`src/include/line_master_defs.svh`:
```
// Purpose: constants of the series line master auxiliary logic
// Assumes: 100 MHz clock
// Notes: offsets are service-data indices
`ifndef LINE_MASTER_DEFS_SVH
`define LINE_MASTER_DEFS_SVH
`define LM_NODES 32
`define LM_POSITIONS 33
`define LM_IDX_COMM_STATE 16'h0113
`define LM_IDX_NODE_TOTAL 16'h0114
`define LM_EVT_CUTOFF 16'h1800
`define LM_STORE_CMD 8'h03
`define LM_CLK_HZ 100000000
`define LM_FLASH1_HZ 1
`define LM_FLASH2_HZ 2
`define LM_FLASH1_HALF ((`LM_CLK_HZ) / (2 * `LM_FLASH1_HZ))
`define LM_FLASH2_HALF ((`LM_CLK_HZ) / (2 * `LM_FLASH2_HZ))
`define LM_PD_CYCLES 2
`define LM_FIFO_DEPTH 8
`define LM_CFG_W 6
`define LM_CFG_RESET 6'h0_00C
`define LM_MCFG_RESET 4'h0
`define LM_CS_INTERRUPTED 8'h00
`define LM_CS_INIT 8'h01
`define LM_CS_RUNNING 8'h03
`define LM_CS_OPEN 8'h06
`define LM_CS_CFG_ERR 8'h07
`endif

```
`src/include/line_master_pkg.sv`:
```
// Purpose: types of the series line master auxiliary logic
// Assumes: nothing
// Notes: constants live in line_master_defs.svh
package line_master_pkg;
  // per-position configuration entry, one per node or terminator
  typedef struct packed {
    logic flash2;
    logic flash1;
    logic fwd_en;   // input_forward_enable
    logic link_en;  // output_link_enable
    logic mon_off;  // output monitoring deactivated
    logic used;
  } node_cfg_s;
  typedef enum logic [3:0] {
    ST_WAIT_CFG = 4'b0001,
    ST_CHECK    = 4'b0010,
    ST_RUN      = 4'b0100,
    ST_ERROR    = 4'b1000
  } line_state_e;
  typedef logic [31:0] pd_word_t;
endpackage

```
`src/include/pd_stream_if.sv`:
```
// Purpose: valid/ready word stream between line master and its fifo
// Assumes: one clock
// Notes: none
`timescale 1ns/1ns
interface pd_stream_if #(parameter int W = 32);
  logic valid;
  logic ready;
  logic [W-1:0] data;
  modport src (output valid, output data, input ready);
  modport snk (input valid, input data, output ready);
endinterface

```
`src/verilog/pd_fifo.sv`:
```
// Purpose: small synchronous fifo for cyclic output words
// Assumes: single clock, clock enable freezes state
// Notes: width and depth are parameters, depth a power of two
`timescale 1ns/1ns
module pd_fifo #(
  parameter int W = 32,
  parameter int DEPTH = 8
) (
  input wire logic i_clk,        // clock
  input wire logic i_reset_n,    // async reset, low
  input wire logic i_ce,         // clock enable
  pd_stream_if.snk wr,           // filling side
  pd_stream_if.src rd            // draining side
);
  localparam int AW = $clog2(DEPTH);
  logic [W-1:0] mem [DEPTH];
  logic [AW:0] wp_q, rp_q;
  wire full = (wp_q[AW] != rp_q[AW]) && (wp_q[AW-1:0] == rp_q[AW-1:0]);
  wire empty = (wp_q == rp_q);
  wire push = i_ce && wr.valid && !full;
  wire pop = i_ce && rd.ready && !empty;
  assign wr.ready = !full;
  assign rd.valid = !empty;
  assign rd.data = mem[rp_q[AW-1:0]];
  always_ff @(posedge i_clk) begin
    if (push) begin
      mem[wp_q[AW-1:0]] <= wr.data;
    end
  end
  always_ff @(posedge i_clk or negedge i_reset_n) begin
    if (!i_reset_n) begin
      wp_q <= '0;
      rp_q <= '0;
    end else begin
      if (push) wp_q <= wp_q + 1'b1;
      if (pop) rp_q <= rp_q + 1'b1;
    end
  end
  a_fifo_no_overrun: assert property (@(posedge i_clk) disable iff (!i_reset_n)
    full |-> !push) else $error("fifo pushed while full");
endmodule

```
`src/verilog/line_master_aux.sv`:
```
// Purpose: auxiliary signal logic of a series line master
// Assumes: node and line signals are asynchronous pins
// Notes: configuration takes effect only on store
//
// Function
// coupled node output holds while input switched
// monitoring off frees output from input
// one config entry per 33 line positions
// factory default ORs all node inputs
// forwarding off excludes node input
// node output is pd bit OR master input
// link off removes master input from output
// flash modes toggle output at 1/2 Hz
// commissioning mode waits for new configuration
// ignore count skips node number check
// ignore types skips node type check
// common logic AND when true, else OR
// cut-off event while any shutdown or error
// input word bit0 node32, bit31 node1
// output word bit set activates node output
// process data exchanged once per cycle
// response spans two cycles of transfer
// comm state at index 0x113 with codes
// node total at index 0x114
// settings apply only after store command
// event signalled then read by master
// flashing about half duty, stops at once
`timescale 1ns/1ns
`include "line_master_defs.svh"
module line_master_aux #(
  parameter int NODES = `LM_NODES,
  parameter int FLASH1_HALF = `LM_FLASH1_HALF,
  parameter int FLASH2_HALF = `LM_FLASH2_HALF
) (
  input wire logic i_clk,                     // 100 MHz clock
  input wire logic i_reset_n,                 // async reset, low
  input wire logic i_ce,                      // clock enable
  input wire logic [NODES-1:0] i_node_aux_in, // node aux inputs, index 0 = node 1
  output logic [NODES-1:0] o_node_aux_out,    // node aux outputs
  input wire logic i_master_aux_in,           // master aux input pin
  output logic o_master_aux_out,              // master aux output pin
  input wire logic [NODES-1:0] i_node_fault,  // shutdown or error per node
  input wire logic [NODES-1:0] i_node_present,// node detected per node
  input wire logic i_type_ok,                 // node types match config
  input wire logic i_line_closed,             // terminator seen
  input wire logic i_link_up,                 // line communication alive
  input wire logic i_pd_cycle,                // one pulse per comm cycle
  input wire line_master_pkg::pd_word_t i_pd_out,  // host output word
  output line_master_pkg::pd_word_t o_pd_in,       // device input word
  input wire logic i_cfg_we,                  // config entry write
  input wire logic [5:0] i_cfg_pos,           // position 0..32
  input wire line_master_pkg::node_cfg_s i_cfg_data, // entry value
  input wire logic i_mcfg_we,                 // master settings write
  input wire logic [3:0] i_mcfg_data,         // and,ign_type,ign_cnt,commission
  input wire logic i_store,                   // system command strobe
  input wire logic [7:0] i_store_cmd,         // system command code
  input wire logic i_idx_rd,                  // index read strobe
  input wire logic [15:0] i_idx,              // index number
  output logic [7:0] o_idx_data,              // index read data
  output logic o_idx_valid,                   // index read answer
  output logic o_event_req,                   // event pending to master
  output logic [15:0] o_event_code,           // event code
  output logic o_event_present,               // event appears/disappears
  input wire logic i_event_ack,               // master has read event
  output logic o_pd_ready                     // host word accepted
);
  import line_master_pkg::*;

  // ================================================================
  // pin synchronisers
  logic [NODES-1:0] nin_s1_q, nin_q;
  logic [NODES-1:0] flt_s1_q, flt_q, prs_s1_q, prs_q;
  logic [4:0] pin_s1_q, pin_q;
  always_ff @(posedge i_clk or negedge i_reset_n) begin
    if (!i_reset_n) begin
      nin_s1_q <= '0;
      nin_q <= '0;
      flt_s1_q <= '0;
      flt_q <= '0;
      prs_s1_q <= '0;
      prs_q <= '0;
      pin_s1_q <= '0;
      pin_q <= '0;
    end else if (i_ce) begin
      nin_s1_q <= i_node_aux_in;
      nin_q <= nin_s1_q;
      flt_s1_q <= i_node_fault;
      flt_q <= flt_s1_q;
      prs_s1_q <= i_node_present;
      prs_q <= prs_s1_q;
      pin_s1_q <= {i_master_aux_in, i_type_ok, i_line_closed, i_link_up, 1'b0};
      pin_q <= pin_s1_q;
    end
  end
  wire m_in = pin_q[4];
  wire type_ok = pin_q[3];
  wire closed = pin_q[2];
  wire link_up = pin_q[1];

  // ================================================================
  // configuration: pending copy written by host, active copy on store
  node_cfg_s pend_q [`LM_POSITIONS];
  node_cfg_s act_q [`LM_POSITIONS];
  logic [3:0] mpend_q, mact_q;
  wire store_hit = i_store && (i_store_cmd == `LM_STORE_CMD);
  genvar g;
  generate
    for (g = 0; g < `LM_POSITIONS; g++) begin : g_cfg
      always_ff @(posedge i_clk or negedge i_reset_n) begin
        if (!i_reset_n) begin
          pend_q[g] <= `LM_CFG_RESET;
          act_q[g] <= `LM_CFG_RESET;
        end else if (i_ce) begin
          if (i_cfg_we && i_cfg_pos == 6'(g)) pend_q[g] <= i_cfg_data;
          if (store_hit) act_q[g] <= pend_q[g];
        end
      end
    end
  endgenerate
  always_ff @(posedge i_clk or negedge i_reset_n) begin
    if (!i_reset_n) begin
      mpend_q <= `LM_MCFG_RESET;
      mact_q <= `LM_MCFG_RESET;
    end else if (i_ce) begin
      if (i_mcfg_we) mpend_q <= i_mcfg_data;
      if (store_hit) mact_q <= mpend_q;
    end
  end
  wire commission = mact_q[0];
  wire ign_cnt = mact_q[1];
  wire ign_type = mact_q[2];
  wire and_sel = mact_q[3]; // common_input_logic_select

  // ================================================================
  // line state machine
  line_state_e st_q, st_d;
  logic [5:0] used_cnt, pres_cnt;
  always_comb begin
    used_cnt = '0;
    pres_cnt = '0;
    for (int i = 0; i < NODES; i++) begin
      used_cnt = used_cnt + 6'(act_q[i].used);
      pres_cnt = pres_cnt + 6'(prs_q[i]);
    end
  end
  wire cnt_ok = ign_cnt || (used_cnt == pres_cnt);
  wire typ_ok = ign_type || type_ok;
  always_comb begin
    st_d = st_q;
    case (st_q)
      ST_WAIT_CFG: if (!commission && link_up) st_d = ST_CHECK;
      ST_CHECK: st_d = (cnt_ok && typ_ok && closed) ? ST_RUN : ST_ERROR;
      ST_RUN: if (!link_up || !closed) st_d = ST_ERROR;
      // re-check only once the fault is gone, so a config error reads steadily
      ST_ERROR: if (link_up && closed && cnt_ok && typ_ok) st_d = ST_CHECK;
      default: st_d = ST_WAIT_CFG;
    endcase
    if (commission) st_d = ST_WAIT_CFG;
  end
  always_ff @(posedge i_clk or negedge i_reset_n) begin
    if (!i_reset_n) st_q <= ST_WAIT_CFG;
    else if (i_ce) st_q <= st_d;
  end
  wire running = (st_q == ST_RUN);

  // ================================================================
  // master aux output: OR/AND over forwarded node inputs
  logic [NODES-1:0] fwd_or, fwd_and, fwd_msk;
  generate
    for (g = 0; g < NODES; g++) begin : g_fwd
      assign fwd_or[g] = nin_q[g] && act_q[g].fwd_en;
      assign fwd_and[g] = nin_q[g] || !act_q[g].fwd_en;
      assign fwd_msk[g] = act_q[g].fwd_en;
    end
  endgenerate
  // an all-excluded AND reads low rather than vacuously high
  wire any_fwd = |fwd_msk;
  wire m_out_d = and_sel ? ((&fwd_and) && any_fwd) : (|fwd_or);

  // ================================================================
  // flash timebase: free running, ~50 % duty
  logic [26:0] f1_q;
  logic [25:0] f2_q;
  logic ph1_q, ph2_q;
  always_ff @(posedge i_clk or negedge i_reset_n) begin
    if (!i_reset_n) begin
      f1_q <= '0;
      f2_q <= '0;
      ph1_q <= 1'b0;
      ph2_q <= 1'b0;
    end else if (i_ce) begin
      f1_q <= (f1_q == 27'(FLASH1_HALF - 1)) ? '0 : f1_q + 1'b1;
      f2_q <= (f2_q == 26'(FLASH2_HALF - 1)) ? '0 : f2_q + 1'b1;
      if (f1_q == 27'(FLASH1_HALF - 1)) ph1_q <= ~ph1_q;
      if (f2_q == 26'(FLASH2_HALF - 1)) ph2_q <= ~ph2_q;
    end
  end

  // ================================================================
  // process data: host words pass through the fifo once per cycle
  pd_stream_if #(.W(32)) pd_wr ();
  pd_stream_if #(.W(32)) pd_rd ();
  assign pd_wr.valid = i_pd_cycle;
  assign pd_wr.data = i_pd_out;
  assign o_pd_ready = pd_wr.ready;
  assign pd_rd.ready = i_pd_cycle; // drained one word per cycle
  pd_fifo #(.W(32), .DEPTH(`LM_FIFO_DEPTH)) u_fifo (
    .i_clk(i_clk),
    .i_reset_n(i_reset_n),
    .i_ce(i_ce),
    .wr(pd_wr),
    .rd(pd_rd)
  );
  pd_word_t cmd_q;
  always_ff @(posedge i_clk or negedge i_reset_n) begin
    if (!i_reset_n) begin
      cmd_q <= '0;
      o_pd_in <= '0;
      o_master_aux_out <= 1'b0;
    end else if (i_ce) begin
      if (pd_rd.valid && pd_rd.ready) cmd_q <= pd_rd.data;
      if (i_pd_cycle) o_pd_in <= {<<{nin_q}};
      o_master_aux_out <= running && m_out_d;
    end
  end

  // ================================================================
  // node aux outputs
  logic [NODES-1:0] out_q, req;
  generate
    for (g = 0; g < NODES; g++) begin : g_out
      // bit 31 of the host word commands node 1
      assign req[g] = cmd_q[31-g] || (m_in && act_q[g].link_en);
      wire flashed = act_q[g].flash1 ? ph1_q : (act_q[g].flash2 ? ph2_q : 1'b1);
      wire hold = !act_q[g].mon_off && nin_q[g];
      always_ff @(posedge i_clk or negedge i_reset_n) begin
        if (!i_reset_n) out_q[g] <= 1'b0;
        else if (i_ce && !hold) out_q[g] <= running && req[g] && flashed;
      end
    end
  endgenerate
  assign o_node_aux_out = out_q;

  // ================================================================
  // cut-off event toward the io-link master
  wire cut_now = |flt_q;
  logic ev_state_q;
  always_ff @(posedge i_clk or negedge i_reset_n) begin
    if (!i_reset_n) begin
      ev_state_q <= 1'b0;
      o_event_req <= 1'b0;
      o_event_present <= 1'b0;
    end else if (i_ce) begin
      if (cut_now != ev_state_q) begin
        ev_state_q <= cut_now;
        o_event_present <= cut_now;
        o_event_req <= 1'b1; // set wins over ack
      end else if (i_event_ack) begin
        o_event_req <= 1'b0;
      end
    end
  end
  assign o_event_code = `LM_EVT_CUTOFF;

  // ================================================================
  // status indices
  logic [7:0] cstate;
  always_comb begin
    case (st_q)
      ST_WAIT_CFG: cstate = `LM_CS_INIT;
      ST_CHECK: cstate = `LM_CS_INIT;
      ST_RUN: cstate = `LM_CS_RUNNING;
      ST_ERROR: cstate = !link_up ? `LM_CS_INTERRUPTED :
                         (!closed ? `LM_CS_OPEN : `LM_CS_CFG_ERR);
      default: cstate = `LM_CS_INTERRUPTED;
    endcase
  end
  wire hit_cs = (i_idx == `LM_IDX_COMM_STATE);
  wire hit_nt = (i_idx == `LM_IDX_NODE_TOTAL);
  always_ff @(posedge i_clk or negedge i_reset_n) begin
    if (!i_reset_n) begin
      o_idx_data <= '0;
      o_idx_valid <= 1'b0;
    end else if (i_ce) begin
      o_idx_valid <= i_idx_rd;
      if (i_idx_rd) o_idx_data <= hit_cs ? cstate : (hit_nt ? {2'b00, pres_cnt} : 8'h00);
    end
  end

  // ================================================================
  // checks
  a_store_only_apply: assert property (@(posedge i_clk) disable iff (!i_reset_n)
    (i_ce && !store_hit) |=> $stable(mact_q)) else $error("settings changed without store");
  a_commission_wait: assert property (@(posedge i_clk) disable iff (!i_reset_n)
    (i_ce && commission) |=> st_q == ST_WAIT_CFG) else $error("commission not waiting");
  a_event_raise: assert property (@(posedge i_clk) disable iff (!i_reset_n)
    (i_ce && cut_now && !ev_state_q) |=> (o_event_req && o_event_present))
    else $error("cut-off event missing");
  a_event_clear: assert property (@(posedge i_clk) disable iff (!i_reset_n)
    (i_ce && !cut_now && ev_state_q) |=> (o_event_req && !o_event_present))
    else $error("cut-off clear missing");
  a_pd_in_order: assert property (@(posedge i_clk) disable iff (!i_reset_n)
    (i_ce && i_pd_cycle) |=> o_pd_in[0] == $past(nin_q[NODES-1])) else $error("pd bit order");
  a_hold_coupled: assert property (@(posedge i_clk) disable iff (!i_reset_n)
    (i_ce && nin_q[0] && !act_q[0].mon_off) |=> $stable(out_q[0])) else $error("coupled output moved");
  a_off_when_idle: assert property (@(posedge i_clk) disable iff (!i_reset_n)
    (i_ce && !nin_q[0] && !req[0]) |=> !out_q[0]) else $error("output not off");
  a_master_or: assert property (@(posedge i_clk) disable iff (!i_reset_n)
    (i_ce && running && !and_sel && (fwd_or != '0)) |=> o_master_aux_out)
    else $error("master or output low");
  a_idx_answer: assert property (@(posedge i_clk) disable iff (!i_reset_n)
    (i_ce && i_idx_rd && hit_cs) |=> (o_idx_valid && o_idx_data == $past(cstate)))
    else $error("comm state read wrong");
  c_store: cover property (@(posedge i_clk) store_hit);
  c_run: cover property (@(posedge i_clk) st_q == ST_RUN);
  c_event: cover property (@(posedge i_clk) o_event_req && o_event_present);
  c_flash: cover property (@(posedge i_clk) act_q[0].flash1 && $rose(out_q[0]));
endmodule

```
`config.mk`:
```
export PLATFORM = sky130hd
export DESIGN_NAME = line_master_aux
export DESIGN_NICKNAME = d
export VERILOG_FILES = /design/src/include/line_master_pkg.sv /design/src/include/pd_stream_if.sv /design/src/verilog/pd_fifo.sv /design/src/verilog/line_master_aux.sv
export VERILOG_INCLUDE_DIRS = /design/src /design/src/include
export SDC_FILE = /design/constraint.sdc
export NUM_CORES = 1
export LEC_CHECK = 0
export ABC_AREA = 1
export BUFFER_PORTS_ARGS = -buffer_cell sky130_fd_sc_hd__clkbuf_2
export CORE_MARGIN = 4
export CORE_UTILIZATION = 50
export CTS_CLUSTER_DIAMETER = 60
export DETAILED_ROUTE_END_ITERATION = 7
export PLACE_DENSITY = 0.79
export SLEW_MARGIN = 15
export SYNTH_ARGS = -nofsm -noshare
export SYNTH_HDL_FRONTEND = slang
export SYNTH_HIERARCHICAL = 1
export SYNTH_SLANG_ARGS = --single-unit
```
`constraint.sdc`:
```
create_clock -name i_clk -period 7.2 [get_ports i_clk]
set_input_delay 1.08 -clock i_clk [delete_from_list [all_inputs] [get_ports i_clk]]
set_output_delay 1.08 -clock i_clk [all_outputs]
set_load 0.01 [all_outputs]
```
* Yosys cells after proc, flatten, opt, wreduce, memory -nomap -nowiden *
Memories as Yosys holds them, arrays and structs flattened. A register that Yosys moved wholly into a read port is not among the register bits.
Cells that the tools add are included.

storage, ports and cells
  word-level logic and storage cells = 1094
  memories = 1
  bits in registers = 735
  output and inout port bits = 93
  memory bits (writable) = 256

operators by class
  eq/ne operators = 48
  multiplexer cells = 82
  $add $sub $neg = 66
  bitwise operators = 2
  reduce and logical (&&, ||, !) cells = 456

memory list
  memory      depth  bits a word  read ports  clocked after Yosys merged registers in  wr ports  RTL line       source
  u_fifo.mem  8      32           1           1                                        1         pd_fifo.sv:16  logic [W-1:0] mem [DEPTH];

operator list
  kind                                              count
  adder 6 x 1 -> 6 bit                              52
  logical AND 1 bit                                 238
  logical NOT 1 bit                                 102
  == test 6 x 5 -> 1 bit (second input constant)    16
  OR reduction 32 bit                               3
  AND reduction 2 bit                               41
  2-to-1 mux 1 bit                                  70
  logical OR 1 bit                                  67
  == test 6 x 4 -> 1 bit (second input constant)    8
  == test 16 x 9 -> 1 bit (second input constant)   2
  AND reduction 32 bit                              1
  adder 27 x 1 -> 27 bit (second input constant)    1
  == test 27 x 26 -> 1 bit (second input constant)  1
  2-to-1 mux 27 bit                                 1
  adder 26 x 1 -> 26 bit (second input constant)    1
  == test 26 x 25 -> 1 bit (second input constant)  1
  2-to-1 mux 26 bit                                 1
  == test 6 x 3 -> 1 bit (second input constant)    4
  2-to-1 mux 4 bit                                  5
  one-hot mux 4 bit (4 select lines)                1
  adder 5 x 1 -> 6 bit                              2
  == test 6 x 2 -> 1 bit (second input constant)    2
  adder 4 x 1 -> 5 bit                              2
  one-hot mux 3 bit (3 select lines)                1
  other kinds (24)                                  31

* Depth between registers and ports, before layout *
Gate-level depths: netlist of the first run.

  depth in word-level cells = 38
  depth in mapped cells = 30

* By module *
Netlist of the first run, hierarchy kept.

modules (own cells, without submodules)
  module           cells an instance  times used  area each (um2)  sequential area each (um2)
  line_master_aux  3255               1           32613.8          19104.6
  pd_fifo          812                1           10522.6          7887.6

* Least setup slack after synthesis of the first run *
No wires, ideal clock.

  path type = register -> register
  start point = register prs_q[11]
  end point = register st_q[1]
  slack = 2043 ps
  library setup time = 123 ps
  clock period less this slack = 5157 ps
  arrival = 5034 ps
  data required time = 7077 ps
  stages on the path, launching flop included = 27
  path through = dfrtp_1 -> fa_1 -> inv_1 -> fa_1 -> inv_1 -> fa_1 -> fa_1 -> fa_1 -> inv_1 -> fa_1 -> inv_1 -> ha_1 -> fa_1 -> nand3_1 -> nand3_1 -> nand2_1 -> nand2_1 -> nand3_1 -> nand2_1 -> nor2_1 -> nand2_1 -> nand2_2 -> nand3_2 -> nand2_1 -> nand2_2 -> nand2_1 -> o21ai_1

on the way
  longest elaborated chain between the ends = 27

RTL lines
  what                                    RTL line                source
  start: declaration                      line_master_aux.sv:72   logic [NODES-1:0] flt_s1_q, flt_q, prs_s1_q, prs_q;
  start signal: assignment                line_master_aux.sv:90   prs_q <= prs_s1_q;
  adder 6 x 1 -> 6 bit (21 in series)     line_master_aux.sv:143  pres_cnt = pres_cnt + 6'(prs_q[i]);
  == test 6 bit                           line_master_aux.sv:146  wire cnt_ok = ign_cnt || (used_cnt == pres_cnt);
  logical OR 1 bit                        line_master_aux.sv:146
  logical AND 1 bit (2 in series)         line_master_aux.sv:155  ST_ERROR: if (link_up && closed && cnt_ok && typ_ok) st_d = ST_CHECK;
  inequality test 3 bit (no source line)  --
  AND reduction 4 bit (no source line)    --
  end signal: assignment                  line_master_aux.sv:162  else if (i_ce) st_q <= st_d;
  end: declaration                        line_master_aux.sv:136  line_state_e st_q, st_d;

No other way between the ends.
A chain may end at the register's enable or synchronous reset.

* Worst setup path after layout of the first run *
  start point = register prs_q[11]
  end point = register st_q[2]

on the way
  longest elaborated chain between the ends = 28
  elaborated cells on any way between the ends = 32
  classes of those cells = 21 x add/sub; 2 x eq/ne; 3 x mux; 6 x reduce/logical

RTL lines
  what                                   RTL line                source
  adder 6 x 1 -> 6 bit * (21 in series)  line_master_aux.sv:143
  == test 6 bit *                        line_master_aux.sv:146
  logical OR 1 bit *                     line_master_aux.sv:146
  logical AND 1 bit (2 in series)        line_master_aux.sv:152  ST_CHECK: st_d = (cnt_ok && typ_ok && closed) ? ST_RUN : ST_ERROR;
  2-to-1 mux 4 bit                       line_master_aux.sv:152
  one-hot mux 4 bit (4 select lines)     line_master_aux.sv:150  case (st_q)
  2-to-1 mux 4 bit                       line_master_aux.sv:158  if (commission) st_d = ST_WAIT_CFG;

Every way passes the cells marked *; elsewhere a longest branch is shown, timed or not.

==> flow_summary.toml, run 1 <==
[run_status]
status = "finished, final reports clean"

[sta]
setup_viol = 0
worst_slew_pin_slew_ns = 1.19
finalSetupTns_ns = 0
maxSlewHeadroom_pct = 20.5
whs_ns = 0.443
final_hold_viol_count = 0
fin_crit_sh_pct = 77.8
layout_min_cycle_time_ns = 5.60
final-max-slew-violation-count = 0
rsz0062_at_grt = "false"
timing.fmax_mhz = 179
clock_skew_ns = 0.0176

[critical_path]
critPathSlowestCell = "fa_1"
critPathMaxFanout = 4
crit_buf_inv = 4
slowest_delay_ns = 0.56
start_kind = "flop"
critical_path_class = "flop to flop"
cpLargestDelayFamily = "adder cells"
reg2reg_from = "prs_q[11]"
rrSetupSlack_ns = 1.60
arrival_ns = 6.14
endpoint_kind = "flop"
timing.rr.end = "st_q[2]"
r2r_cells = 26
cp_data_required_time_ns = 7.74

[logic_synthesis]
synthCells = 4067
yosysSeqAreaShare_pct = 62.6
yosysTopAreaCell = "dfrtp_1"
ys.flop_type = "dfrtp_1"
netlist_top_cells_area = "dfrtp_1 (37%), edfxtp_1 (18%), nand2_1 (10%), dfstp_2 (7.9%), mux2_2 (5.8%)"
yosysTopAreaCellShare_pct = 36.9
synth_edf_count = 256
ys_top_cells_by_count = "nand2_1 (1144), dfrtp_1 (636), o21ai_0 (451), edfxtp_1 (256), inv_1 (245)"
ys_warn_count = 6
ys_types = 62
avgSynthCellArea_sq_um = 10.6
syn_area_sq_mm = 0.0431
synth_seq_cells = 1021
synth_most_common_cell = "nand2_1"
postSynth.asyncResetShare_pct = 74.9

[placement]
portBuffers = 255
placed_cell_area_sq_mm = 0.0452
place_inst = 5296
post-dp-hpwl_um = 69100
place.gp.congestion = 0.873

[power]
seqPwrFrac_pct = 43.0
ir_worst_vdd_uv = 379
p_sw_mw = 4.91
p_int_mw = 11.0
leakage_nw = 22.1
combPwrFrac_pct = 22.6
p_sw_share_pct = 30.8
clockPowerShare_pct = 34.3
powerDensity_mw_per_mm2 = 327

[route]
dr_total_vias = 30400
drc = 0
wirelength_um = 106000
ant_nets = 0
wl_per_cell_um = 19.3
first_pass_iters = 5
detail_route.iter0.violations = 2691
via_per_inst = 5.53

[clock_network]
cts_tree = "yes"
postCtsSetupRepairBufs = 0
clkTransAtPathRegs_ns = 0.06
h-tree-depth = 3
clock-sinks = 1021
cts_root_buf = "clkbuf_16"
cts_buffer_depth = 3
postCtsHoldBufs = 0
cts_buffers = 103
clock_latency_ns = 0.66
postCtsResizedCells = 0

[global_route]
overflow = 0
antenna_found_initial = 10
use_met3_pct = 5.68
met2_usage_pct = 37.3
grt_pass1_wl_um = 167000
top_usage_layer = "met2"
grtUsageTotal_pct = 23.3
use_met1_pct = 31.5
first_global_vias = 30200
grt_max_degree = 165

[floorplan]
die_w_um = 302
fp.coreArea_sq_mm = 0.0854
row_count = 107
dieArea_sq_mm = 0.0910
initial_core_util_pct = 50.5
ios = 274
die_h_um = 302

[cells_and_area]
area_growth_pct = 12.9
nets = 4504
post-route-cell-area_sq_mm = 0.0487
drive_gt1_share_pct = 20.1
largest_register_ffs = 256
final_cells = 5494

[worst_hold_path]
hp-class = "primary input to asynchronous set/reset pin"

[flow_run]
cap_viol_max_count = 0
[worst reg2reg max path, stage by stage (launching register included)]
cell,delay [ns]
dfrtp_1,0.40
fa_1,0.56
inv_1,0.06
fa_1,0.49
inv_1,0.05
fa_1,0.45
fa_1,0.50
fa_1,0.52
inv_1,0.05
fa_1,0.47
inv_1,0.04
ha_1,0.23
fa_1,0.45
nand3_1,0.16
nand3_1,0.10
nand2_1,0.07
nand2_1,0.07
nand3_1,0.07
nand2_1,0.05
nor2_1,0.12
nand2_1,0.09
nand2_2,0.07
nand3_2,0.09
nand2_1,0.10
nand2_2,0.08
nand2_1,0.07
nand2_1,0.05
[through the flow]
step                util [%]  setup WS [ns]  power (mW)
floorplan                  -           2.04        9.54
global placement        52.9           1.76        10.4
detailed placement      52.9           1.63        10.5
CTS                     57.0           1.60        16.0
global route            57.0           1.30        16.8
finish                  57.0           1.60        15.9
[final cells by class]
type / instances / area (sq um)
sequential: 1021 / 27000
clock inverter: 49 / 578
timing repair buffer: 290 / 1600
antenna: 6 / 15.0
inverter: 256 / 966
multi-input combinational: 2585 / 14200
clock buffer: 143 / 2920
fill: 6929 / 36700
tap: 1144 / 1430
[placed cells by master (no fill, tap or decap), types with 12 or more instances in the layout]
| master | synthesis | final |
|---|---|---|
| o21ai_0 | 451 | 451 |
| nand4_1 | 30 | 30 |
| o22ai_1 | 65 | 65 |
| clkbuf_16 | 0 | 103 |
| o41ai_1 | 32 | 32 |
| clkbuf_2 | 0 | 253 |
| dfstp_2 | 129 | 129 |
| nor2_1 | 213 | 206 |
| fa_1 | 48 | 48 |
| mux2_2 | 223 | 223 |
| bufinv_16 | 0 | 12 |
| nand3_1 | 66 | 65 |
| inv_1 | 245 | 244 |
| clkbuf_1 | 122 | 21 |
| buf_4 | 24 | 32 |
| o21ai_1 | 41 | 41 |
| nand2_1 | 1144 | 1142 |
| ha_1 | 18 | 18 |
| nor3_1 | 31 | 31 |
| conb_1 | 2 | 18 |
| nor4_1 | 31 | 31 |
| edfxtp_1 | 256 | 256 |
| a21oi_1 | 62 | 62 |
| clkbuf_8 | 0 | 19 |
| dfrtp_1 | 636 | 633 |
| clkinv_2 | 0 | 24 |
| xor2_1 | 21 | 21 |
[power by group through the flow]
stage	Clock, mW	Sequential (mW)	Combinational, mW
2_1_floorplan	0	6.78	2.76
3_3_place_gp	0	6.93	3.47
3_5_place_dp	0	6.95	3.60
4_1_cts	5.56	6.85	3.62
5_1_grt	5.80	6.91	4.10
6_report	5.47	6.86	3.61
[worst max-delay path by stage]
stage / startpoint / endpoint / slack (ns) / cells past startpoint
floorplan: prs_q[11] / st_q[1] / 2.04 / 26
global placement: prs_q[11] / st_q[1] / 1.76 / 26
detailed placement: prs_q[11] / st_q[2] / 1.63 / 26
CTS: prs_q[11] / st_q[2] / 1.60 / 26
global route: prs_q[11] / st_q[2] / 1.30 / 26
finish: prs_q[11] / st_q[2] / 1.60 / 26
[per-layer routing]
| metal | vias to the layer above | wire, um |
|---|---|---|
| met5 | - | 39 |
| met4 | 6 | 3530 |
| li1 | 13900 | - |
| met1 | 15100 | 43800 |
| met3 | 214 | 9150 |
| met2 | 1133 | 49500 |
[kinds of logic after synthesis]
family	Yosys count	share of synthesized area, %
xor+xnor	26	0.528
fa+ha+maj	66	2.75
flops	1021	62.6
buf+inv	477	4.77
simple gates	1557	14.6
compound gates	695	8.90
mux	223	5.82
other cells	2	0.0174
Note: power is estimated with default switching activity, not from simulation.
==> run 2, diff against run 1 <==
--- a/config.mk
+++ b/config.mk
@@ -12,7 +12,7 @@
 export CORE_UTILIZATION = 50
 export CTS_CLUSTER_DIAMETER = 60
 export DETAILED_ROUTE_END_ITERATION = 7
-export PLACE_DENSITY = 0.79
+export PLACE_DENSITY = 0.81
 export SLEW_MARGIN = 15
 export SYNTH_ARGS = -nofsm -noshare
 export SYNTH_HDL_FRONTEND = slang
==> constraint.sdc (replaced) <==
create_clock -name i_clk -period 4.9 [get_ports i_clk]
set_input_delay 0.735 -clock i_clk [delete_from_list [all_inputs] [get_ports i_clk]]
set_output_delay 0.735 -clock i_clk [all_outputs]
set_load 0.01 [all_outputs]
==> flow_summary.toml, run 2 (same netlist as run 1, synthesis figures left out) <==
[critical_path]
crit_buf_inv = 4
arrival_ns = 5.94
cp_data_required_time_ns = 5.44
endpoint_kind = "flop"
critPathMaxFanout = 4
cp_common_cell = "fa_1"
slowest_delay_ns = 0.56
start_kind = "flop"
path_cells = "fa_1 -> inv_2 -> fa_1 -> inv_2 -> fa_1 -> fa_1 -> fa_1 -> inv_1 -> fa_1 -> inv_2 -> ha_4 -> fa_2 -> xor2_1 -> nand2_1 -> nor2_1 -> nand2_1 -> nor2_2 -> nand2_2 -> nand2_4 -> nand3_4 -> nand2_4 -> nand2_4 -> nand2_2 -> o21ai_1"
critPathSlowestCell = "fa_1"
critical_path_class = "flop to flop"
cpLargestDelayFamily = "adder cells"

[cells_and_area]
final_cell_mix = "nand2_1 (1138), dfrtp_1 (633), o21ai_0 (449)"
post-route-cell-area_sq_mm = 0.0489
final_cells = 5519
final_common_cell = "nand2_1"
fill_cells = 6842
largest_register_ffs = 256
nets = 4530
area_growth_pct = 13.3
drive_gt1_share_pct = 20.9
fin_util_pct = 57.2

[route]
wl_per_cell_um = 19.4
drc = 0
dr_total_vias = 30500
wirelength_um = 107000
via_per_inst = 5.53
detail_route.iter0.violations = 2776
ant_nets = 0
first_pass_iters = 6

[sta]
worst_slew_pin_slew_ns = 1.20
final_hold_viol_count = 0
rsz0062_at_grt = "true"
timing.fmax_mhz = 185
fin_ws_ns = -0.494
final-max-slew-violation-count = 0
whs_ns = 0.144
clock_skew_ns = 0.0364
finalSetupTns_ns = -1.94
maxSlewHeadroom_pct = 19.8
setup_viol = 4
fin_crit_sh_pct = 110
layout_min_cycle_time_ns = 5.39

[clock_network]
clock-sinks = 1021
clkTransAtPathRegs_ns = 0.06
cts_buffer_depth = 3
cts_root_buf = "clkbuf_16"
postCtsHoldBufs = 0
clock_latency_ns = 0.67
h-tree-depth = 3
cts_buffers = 102
cts_tree = "yes"

[placement]
place.gp.congestion = 0.861
placed_cell_area_sq_mm = 0.0454
portBuffers = 255
place_ws_ns = -0.491
post-dp-hpwl_um = 69900
place_inst = 5319

[floorplan]
ios = 274
fp.coreArea_sq_mm = 0.0854
dieArea_sq_mm = 0.0910
die_h_um = 302
initial_core_util_pct = 50.5
row_count = 107
die_w_um = 302

[power]
leakage_nw = 22.1
ir_worst_vdd_uv = 651
power_mw = 23.9
powerDensity_mw_per_mm2 = 489

[run_status]
violations = "setup timing"
status = "complete, but fails checks"

[global_route]
grt_max_degree = 124
overflow = 0
grtUsageTotal_pct = 23.5
antenna_found_initial = 8
grt_pass1_wl_um = 169000
first_global_vias = 30400

[flow_run]
cap_viol_max_count = 0

[worst_hold_path]
hp-class = "primary input to asynchronous set/reset pin"
-- run 2: cell types whose count changed in the layout (fill, tap and decap cells not counted), sizes merged --
cell,delta
buf,+27
bufinv,-9
clkbuf,+9
clkinv,-6
clkinvlp,+4
diode,-1
inv,+1
-- run 2: final timing paths --
path,slack (ns),cells past startpoint,endpoint,from
setup / recovery,-0.49,24,st_q[1],prs_q[11]
hold / removal,0.14,1,flt_q[7],i_reset_n
setup reg to reg,-0.49,24,st_q[1],prs_q[11]
hold reg to reg,0.47,2,o_idx_valid,o_idx_valid
max in group asynchronous,3.55,2,u_fifo/rp_q[0],i_reset_n
min in group i_clk,0.26,3,prs_s1_q[2],i_node_present[2]
-- run 2: timing repair --
| action | in CTS | in global routing |
|---|---|---|
| setup buffers | 0 | 5 |
| hold endpoints to repair | 0 | 0 |
| pin swaps | 3 | 9 |
| gates resized for setup | 0 | 23 |
| endpoints found under the setup margin | 4 | 8 |
-- run 2: per-layer routing --
metal	wire length (um)	share of wire (%)	track usage, %
met5	60	0.056	0
met4	3550	3.3	8.66
met3	9140	8.5	5.56
met2	50700	47	37.8
met1	43900	41	31.4
-- run 2: cell type report --
cell class | instances | area, sq um | area share [%]
antenna | 5 | 12.5 | 0.0256
clock buffer | 152 | 2990 | 6.11
clock inverter | 39 | 365 | 0.748
inverter | 256 | 968 | 1.98
multi-input combinational | 2585 | 14300 | 29.2
sequential | 1021 | 27000 | 55.3
tap | 1144 | 1430 | 2.93
timing repair buffer | 317 | 1830 | 3.75
-- run 2: where the power goes --
group	internal (mW)	switching (mW)	total (mW)
Sequential	9.51	0.646	10.2
Combinational	2.39	3.66	6.05
Clock	4.41	3.30	7.71
Total	16.3	7.60	23.9
-- run 2: worst register-to-register path, delay by kind of cell, from the launching register on --
family	cells	cell delay, ns
AOI/OAI and AO/OA	1	0.05
and+or+nand+nor	10	0.79
buffers and inverters	4	0.19
adders and majority gates	8	3.70
DFF	1	0.40
xor gates and xnor gates	1	0.14
